`src/rtl/lcrc_pkg.sv`:
```
// Shared constants, types and check-code functions for the link CRC block.
package lcrc_pkg;

	localparam logic [15:0] CRC16_POLY_REFL = 16'hA001;
	localparam logic [7:0] CRC8_POLY_REFL = 8'h8C;
	localparam logic [15:0] CRC16_CLEAR = 16'h0000;
	localparam logic [7:0] CRC8_CLEAR = 8'h00;
	localparam logic [7:0] PAD_BYTE = 8'hFF;
	localparam logic [7:0] ADDR_LO_WRITE_MASK = 8'hF8;
	localparam int SP_BYTES = 8;
	localparam int PAGE_BYTES = 32;
	localparam int CODE_BYTES = 20;
	localparam int ID_BYTES = 8;
	localparam int ID_BODY_BITS = 56;
	localparam int OFF_W = 5;

	typedef enum logic [1:0] {
		KIND_WRITE_SP = 2'h0,
		KIND_READ_SP = 2'h1,
		KIND_AUTH_PAGE = 2'h2,
		KIND_READ_ID = 2'h3
	} lcrc_kind_e;

	typedef enum logic [2:0] {
		ST_IDLE = 3'h0,
		ST_HDR = 3'h1,
		ST_DATA = 3'h3,
		ST_PAD = 3'h2,
		ST_CRC_LO = 3'h6,
		ST_CRC_HI = 3'h7,
		ST_CODE = 3'h5,
		ST_ID = 3'h4
	} lcrc_state_e;

	// Shifts one byte into the 16-bit generator, least significant bit first.
	function automatic logic [15:0] crc16_byte(input logic [15:0] c,
		input logic [7:0] d);
		logic [15:0] r;
		r = c;
		for (int i = 0; i < 8; i++) begin
			if (r[0] ^ d[i]) begin
				r = (r >> 1) ^ CRC16_POLY_REFL;
			end else begin
				r = r >> 1;
			end
		end
		return r;
	endfunction

	// Computes the 8-bit check over the 56-bit identity body, LSB first.
	function automatic logic [7:0] crc8_body(input logic [55:0] d);
		logic [7:0] r;
		r = CRC8_CLEAR;
		for (int i = 0; i < ID_BODY_BITS; i++) begin
			if (r[0] ^ d[i]) begin
				r = (r >> 1) ^ CRC8_POLY_REFL;
			end else begin
				r = r >> 1;
			end
		end
		return r;
	endfunction

endpackage

```
`src/rtl/lcrc_crc_if.sv`:
```
// Control and result signals between the sequencer and the CRC-16 engine.
`timescale 1ns/10ps
interface lcrc_crc_if;
	logic clear;
	logic step;
	logic [7:0] data;
	logic [15:0] value;
	modport ctrl(output clear, output step, output data, input value);
	modport engine(input clear, input step, input data, output value);
endinterface

```
`src/rtl/lcrc_crc16.sv`:
```
// CRC-16 generator engine, one byte per clock.
`timescale 1ns/10ps
module lcrc_crc16 (
	input wire logic clk, // System clock.
	input wire logic rst_n, // Synchronous reset, active low.
	lcrc_crc_if.engine crc // Clear, step and result.
);

	always_ff @(posedge clk) begin
		if (!rst_n) begin
			crc.value <= lcrc_pkg::CRC16_CLEAR;
		end else if (crc.clear && crc.step) begin
			crc.value <= lcrc_pkg::crc16_byte(lcrc_pkg::CRC16_CLEAR,
				crc.data);
		end else if (crc.clear) begin
			crc.value <= lcrc_pkg::CRC16_CLEAR;
		end else if (crc.step) begin
			crc.value <= lcrc_pkg::crc16_byte(crc.value, crc.data);
		end
	end
endmodule

```
`src/rtl/lcrc_top.sv`:
```
// Check-code sequencer for identity reads and CRC-16 covered transfers.
// How it works
// - Identity top byte holds 8-bit CRC.
// - Identity CRC is sent uninverted.
// - CRC-16 engine serves writes, reads, page reads.
// - CRC-16 always sent complemented.
// - Write: clear, command, masked low address, high address, data.
// - Write CRC sent only at scratchpad end.
// - Read covers command, addresses, status, data.
// - Read CRC sent only past last byte.
// - Page read covers header, data, FFh pad.
// - Fresh CRC over authentication code afterwards.
// - Identity is family, serial, CRC in order.
`timescale 1ns/10ps
module lcrc_top #(
	parameter logic [7:0] FAMILY_CODE = 8'h5A, // Arbitrary value.
	parameter logic [47:0] SERIAL_NUMBER = 48'h0123456789AB, // Arbitrary.
	parameter int SP_BYTES = lcrc_pkg::SP_BYTES,
	parameter int PAGE_BYTES = lcrc_pkg::PAGE_BYTES,
	parameter int CODE_BYTES = lcrc_pkg::CODE_BYTES
) (
	input wire logic clk, // System clock, 40 MHz.
	input wire logic rst_n, // Synchronous reset, active low.
	input wire logic cmd_start, // Pulse: a new command begins.
	input wire logic [1:0] cmd_kind, // Kind of command, with cmd_start.
	input wire logic [7:0] cmd_byte, // Command code, with cmd_start.
	input wire logic link_valid, // Pulse: a covered byte crossed the link.
	input wire logic [7:0] link_byte, // That byte.
	input wire logic tx_ack, // Pulse: link has taken tx_byte.
	output logic tx_due, // Level: tx_byte must be sent next.
	output logic [7:0] tx_byte, // Check or identity byte to send.
	output logic busy // Level: a command is in progress.
);

	localparam logic [55:0] ID_BODY = {SERIAL_NUMBER, FAMILY_CODE};
	localparam logic [63:0] ID_WORD = {lcrc_pkg::crc8_body(ID_BODY),
		ID_BODY};
	localparam logic [4:0] SP_LAST = 5'(SP_BYTES - 1);
	localparam logic [4:0] PAGE_LAST = 5'(PAGE_BYTES - 1);
	localparam logic [4:0] CODE_LAST = 5'(CODE_BYTES - 1);
	localparam logic [4:0] ID_LAST = 5'(lcrc_pkg::ID_BYTES - 1);

	lcrc_pkg::lcrc_state_e state_reg, state_next;
	lcrc_pkg::lcrc_kind_e kind_reg, kind_in;
	logic hdr_cnt_reg;
	logic es_pend_reg;
	logic code_phase_reg;
	logic [4:0] off_reg;
	logic tx_due_reg;
	logic [7:0] tx_byte_reg;
	logic busy_reg;
	logic take, ack_take, data_end, code_end, to_code;
	logic [4:0] last_off;

	lcrc_crc_if crc_bus ();

	lcrc_crc16 u_crc16 (
		.clk(clk),
		.rst_n(rst_n),
		.crc(crc_bus.engine)
	);

	assign kind_in = lcrc_pkg::lcrc_kind_e'(cmd_kind);
	assign take = link_valid && (state_reg == lcrc_pkg::ST_HDR
		|| state_reg == lcrc_pkg::ST_DATA || state_reg == lcrc_pkg::ST_CODE);
	assign ack_take = tx_ack && tx_due_reg;
	assign last_off = (kind_reg == lcrc_pkg::KIND_AUTH_PAGE) ? PAGE_LAST
		: SP_LAST;
	// The status byte of a read precedes the data and is not counted.
	assign data_end = take && state_reg == lcrc_pkg::ST_DATA
		&& !es_pend_reg && off_reg == last_off;
	assign code_end = take && state_reg == lcrc_pkg::ST_CODE
		&& off_reg == CODE_LAST;
	assign to_code = state_reg == lcrc_pkg::ST_CRC_HI && ack_take
		&& kind_reg == lcrc_pkg::KIND_AUTH_PAGE && !code_phase_reg;

	always_comb begin
		state_next = state_reg;
		if (cmd_start) begin
			state_next = (kind_in == lcrc_pkg::KIND_READ_ID)
				? lcrc_pkg::ST_ID : lcrc_pkg::ST_HDR;
		end else begin
			unique case (state_reg)
				lcrc_pkg::ST_IDLE: begin
					state_next = lcrc_pkg::ST_IDLE;
				end
				lcrc_pkg::ST_HDR: begin
					if (take && hdr_cnt_reg) begin
						state_next = lcrc_pkg::ST_DATA;
					end
				end
				lcrc_pkg::ST_DATA: begin
					if (data_end) begin
						state_next = (kind_reg == lcrc_pkg::KIND_AUTH_PAGE)
							? lcrc_pkg::ST_PAD : lcrc_pkg::ST_CRC_LO;
					end
				end
				lcrc_pkg::ST_PAD: begin
					state_next = lcrc_pkg::ST_CRC_LO;
				end
				lcrc_pkg::ST_CRC_LO: begin
					if (ack_take) begin
						state_next = lcrc_pkg::ST_CRC_HI;
					end
				end
				lcrc_pkg::ST_CRC_HI: begin
					if (to_code) begin
						state_next = lcrc_pkg::ST_CODE;
					end else if (ack_take) begin
						state_next = lcrc_pkg::ST_IDLE;
					end
				end
				lcrc_pkg::ST_CODE: begin
					if (code_end) begin
						state_next = lcrc_pkg::ST_CRC_LO;
					end
				end
				lcrc_pkg::ST_ID: begin
					if (ack_take && off_reg == ID_LAST) begin
						state_next = lcrc_pkg::ST_IDLE;
					end
				end
			endcase
		end
	end

	// A new command always wins over a byte that arrives with it.
	always_comb begin
		crc_bus.clear = cmd_start || to_code;
		crc_bus.step = (cmd_start && kind_in != lcrc_pkg::KIND_READ_ID)
			|| (!cmd_start && (take || state_reg == lcrc_pkg::ST_PAD));
		if (cmd_start) begin
			crc_bus.data = cmd_byte;
		end else if (state_reg == lcrc_pkg::ST_PAD) begin
			crc_bus.data = lcrc_pkg::PAD_BYTE;
		end else if (state_reg == lcrc_pkg::ST_HDR && !hdr_cnt_reg
			&& kind_reg == lcrc_pkg::KIND_WRITE_SP) begin
			crc_bus.data = link_byte & lcrc_pkg::ADDR_LO_WRITE_MASK;
		end else begin
			crc_bus.data = link_byte;
		end
	end

	always_ff @(posedge clk) begin
		if (!rst_n) begin
			state_reg <= lcrc_pkg::ST_IDLE;
		end else begin
			state_reg <= state_next;
		end
	end

	always_ff @(posedge clk) begin
		if (!rst_n) begin
			kind_reg <= lcrc_pkg::KIND_WRITE_SP;
			hdr_cnt_reg <= 1'b0;
			es_pend_reg <= 1'b0;
			code_phase_reg <= 1'b0;
		end else if (cmd_start) begin
			kind_reg <= kind_in;
			hdr_cnt_reg <= 1'b0;
			es_pend_reg <= (kind_in == lcrc_pkg::KIND_READ_SP);
			code_phase_reg <= 1'b0;
		end else begin
			if (take && state_reg == lcrc_pkg::ST_HDR) begin
				hdr_cnt_reg <= 1'b1;
			end
			if (take && state_reg == lcrc_pkg::ST_DATA) begin
				es_pend_reg <= 1'b0;
			end
			if (to_code) begin
				code_phase_reg <= 1'b1;
			end
		end
	end

	// Offset within the data, then the code byte count, then identity index.
	always_ff @(posedge clk) begin
		if (!rst_n || cmd_start || to_code) begin
			off_reg <= 5'h00;
		end else if (take && state_reg == lcrc_pkg::ST_HDR && !hdr_cnt_reg) begin
			if (kind_reg == lcrc_pkg::KIND_AUTH_PAGE) begin
				off_reg <= link_byte[4:0];
			end else if (kind_reg == lcrc_pkg::KIND_READ_SP) begin
				off_reg <= {2'h0, link_byte[2:0]};
			end else begin
				off_reg <= 5'h00;
			end
		end else if ((take && state_reg == lcrc_pkg::ST_DATA && !es_pend_reg)
			|| (take && state_reg == lcrc_pkg::ST_CODE)
			|| (ack_take && state_reg == lcrc_pkg::ST_ID)) begin
			off_reg <= off_reg + 5'h01;
		end
	end

	always_ff @(posedge clk) begin
		if (!rst_n) begin
			tx_due_reg <= 1'b0;
			tx_byte_reg <= 8'h00;
		end else begin
			tx_due_reg <= !cmd_start && !ack_take
				&& (state_reg == lcrc_pkg::ST_CRC_LO
				|| state_reg == lcrc_pkg::ST_CRC_HI
				|| state_reg == lcrc_pkg::ST_ID);
			if (state_reg == lcrc_pkg::ST_CRC_LO) begin
				tx_byte_reg <= ~crc_bus.value[7:0];
			end else if (state_reg == lcrc_pkg::ST_CRC_HI) begin
				tx_byte_reg <= ~crc_bus.value[15:8];
			end else if (state_reg == lcrc_pkg::ST_ID) begin
				tx_byte_reg <= ID_WORD[{off_reg[2:0], 3'h0} +: 8];
			end else begin
				tx_byte_reg <= 8'h00;
			end
		end
	end

	always_ff @(posedge clk) begin
		if (!rst_n) begin
			busy_reg <= 1'b0;
		end else begin
			busy_reg <= (state_next != lcrc_pkg::ST_IDLE);
		end
	end

	assign tx_due = tx_due_reg;
	assign tx_byte = tx_byte_reg;
	assign busy = busy_reg;
endmodule

```
`config.mk`:
```
export PLATFORM = sky130hd
export DESIGN_NAME = lcrc_top
export DESIGN_NICKNAME = d
export VERILOG_FILES = /design/src/rtl/lcrc_pkg.sv /design/src/rtl/lcrc_crc_if.sv /design/src/rtl/lcrc_crc16.sv /design/src/rtl/lcrc_top.sv
export SDC_FILE = /design/constraint.sdc
export NUM_CORES = 1
export LEC_CHECK = 0
export ABC_AREA = 1
export BUFFER_PORTS_ARGS = -buffer_cell sky130_fd_sc_hd__buf_2
export CAP_MARGIN = 0
export CORE_ASPECT_RATIO = 0.5
export CORE_MARGIN = 8
export CORE_UTILIZATION = 50
export CTS_BUF_LIST = sky130_fd_sc_hd__clkbuf_8
export DETAILED_ROUTE_END_ITERATION = 8
export PLACE_DENSITY = 0.7
export SLEW_MARGIN = 0
export SYNTH_ARGS = -nofsm -noshare
export SYNTH_HDL_FRONTEND = slang
export SYNTH_SLANG_ARGS = --single-unit
```
`constraint.sdc`:
```
create_clock -name clk -period 2.55 [get_ports clk]
set_input_delay 0.51 -clock clk [delete_from_list [all_inputs] [get_ports clk]]
set_output_delay 0.51 -clock clk [all_outputs]
set_load 0.02 [all_outputs]
```
==> reports/qor.csv <==
metric;value;unit
status;complete, no violations;
slew_violations;0;
core_area;4977;µm²
hold_path.class;primary input to register;
skew;0.006171;ns
use_met3;0.06155;
worstPathMaxFanout;4;
pin_count;33;
dpl_cell_area;2935;µm²
post-route-period-util;0.9828;
grt_use_met1;0.2584;
start_util;0.5234;
cts_tree;done;
syn_area_per_cell;6.947;µm²
worstSetupPathType;register to register;
crit_start;state_reg[1]$_SDFF_PN0_;
endpoint_kind;register;
cts_sinks;39;
clock_latency;0.31;ns
setup_viol;0;
grt_use_total;0.1990;
grt_first_pass_wirelength;12560;µm
total_power;1.862;mW
yosysSeqAreaShare;0.2997;
required;2.74;ns
final_cell_mix;62 x nand2_1, 42 x inv_1, 40 x nor2_1;
crit_arrival;2.70;ns
routed_wl;8274;µm
final_nets;458;
cts_buffer_depth;2;
largest_reg_flops;16;
grt-busiest-layer;met2;
pwr_density_cell;575.8;nW/µm²
syn-num-nets;402;
gp_congestion;0.9386;
die_area;7916;µm²
post-route-util;0.6498;
min_from;cmd_kind[1];
ys_types;44;
slew_headroom;0.6103;
cts_root_buffer;clkbuf_8;
ctsHoldBuffers;0;
hold_violations;0;
grt_pass1_vias;2595;
cts_buffers;5;
critPathLaunchType;register;
htreeDepth;2;
met2_usage;0.3127;
grt_start_max_net_pins;26;
ant_nets;0;
drtPass1Iterations;6;
layout_commonest_cell;nand2_1;
drtIter0Drc;246;
cts.clk_slew.worst_paths;0.08;ns
synth-warning-count;0;
synthCells;375;
chipHeight;67.04;µm
row_count;18;
setup_slack;0.04383;ns
r2r-start;state_reg[1]$_SDFF_PN0_;
die_width;118.1;µm
fin_crit;2.506;ns
area_growth_syn_to_layout;24.16;%
synth_area;2605;µm²
pre_cts_ws;-0.001281;ns
antenna_found_initial;0;
dp.final_hpwl;6034;µm
synth-main-ff-cell;dfxtp_1;
ir_worst_vdd;336.0;µV
drc;0;
overflow;0;
async_reset_ff_frac;0;
port_buffers;32;
drive_above_1_share;0.3009;
fmax;399.0;MHz
dp.cells;487;
synth-seq-cells;39;
maxCapViolCount;0;
power.leakage;1.453;nW
final_cells;502;
vias;2895;
antenna_cells;0;
synth_edf_count;0;
final_cell_area;3234;µm²
vias_per_cell;5.767;
wl_per_cell;16.48;µm
tightest_slew;0.5823;ns
Yosys cell counts (4+ instances only):
cell | instances | area, µm²
nand2_1 | 64 | 240.2
inv_1 | 42 | 157.7
nor2_1 | 40 | 150.1
dfxtp_1 | 39 | 780.8
nand3_1 | 30 | 150.1
a21oi_1 | 25 | 125.1
o21ai_0 | 16 | 80.08
xor2_1 | 15 | 131.4
nand2_2 | 13 | 81.33
a31oi_1 | 11 | 68.82
inv_2 | 9 | 33.78
nand2_4 | 7 | 78.83
nand3_2 | 6 | 60.06
nor3_1 | 6 | 30.03
o22ai_1 | 6 | 37.54
a221oi_1 | 5 | 43.79
clkbuf_1 | 4 | 15.01
ha_1 | 4 | 50.05
power by group:
part,internal [mW],switching (mW)
sequential,0.648,0.0465
combinational,0.221,0.390
clock,0.317,0.240
area by class of cell:
| cell class | count | area, µm² |
|---|---|---|
| Fill cell | 426 | 1743 |
| Tap cell | 70 | 87.58 |
| Clock inverter | 2 | 35.03 |
| Timing Repair Buffer | 55 | 332.8 |
| Multi-Input combinational cell | 278 | 1714 |
| Clock buffer | 6 | 82.58 |
| Sequential cell | 39 | 784.5 |
| Inverter | 52 | 197.7 |
metrics by stage:
step / hold slack (ns) / setup TNS [ns]
floorplan: 0.4453 / 0
global placement: 0.4529 / 0
detailed placement: 0.4565 / -0.001281
CTS: 0.4333 / 0
global route: 0.4390 / -0.2380
finish: 0.4411 / 0
worst max-delay path, stage by stage, from the launching register on:
cell and delay (ns):
dfxtp_2 0.38, inv_2 0.06, nand2_2 0.09, nor2_4 0.05, nand2_2 0.09, nand2_1 0.10
nand2_1 0.12, nand2_2 0.10, nand2_1 0.09, nand2_2 0.07, nand2_2 0.11, nand2_2 0.09
nand2_2 0.09, nand3_2 0.14, nand3_2 0.13, nand3_2 0.11, nand2_2 0.13, nand2_2 0.08
nand2_1 0.11, nand3_2 0.10, nand3_2 0.10, a21oi_2 0.05
metal layers:
metal,vias up,part of all wire
met4,0,0.019
met5,-,0
met3,21,0.11
met1,1334,0.43
li1,1364,-
met2,176,0.45
logic make-up after synthesis:
family                     after synthesis  share of synthesized area
DFF                                     39                     0.2997
and+or+nand+nor                        176                     0.3324
adders and majority gates                4                    0.01921
AOI/OAI and AO/OA                       80                     0.1950
buffers and inverters                   58                    0.09030
xor gates and xnor gates                18                    0.06341
worst paths after layout:
kind                                                           end  slack [ns]  cells after the start
worst min-delay path                      es_pend_reg$_SDFFE_PN0P_        0.44                      2
worst min register to register   u_crc16.crc.value[3]$_SDFFE_PN0P_        0.47                      2
worst max register to register  u_crc16.crc.value[12]$_SDFFE_PN0P_        0.04                     21
worst max-delay path            u_crc16.crc.value[12]$_SDFFE_PN0P_        0.04                     21
what timing repair did:
action,in CTS,in global routing
setup buffers,0,7
endpoints found under the setup margin,0,5
resized for setup,0,26
No activity file was read; power rests on OpenSTA's default activity.
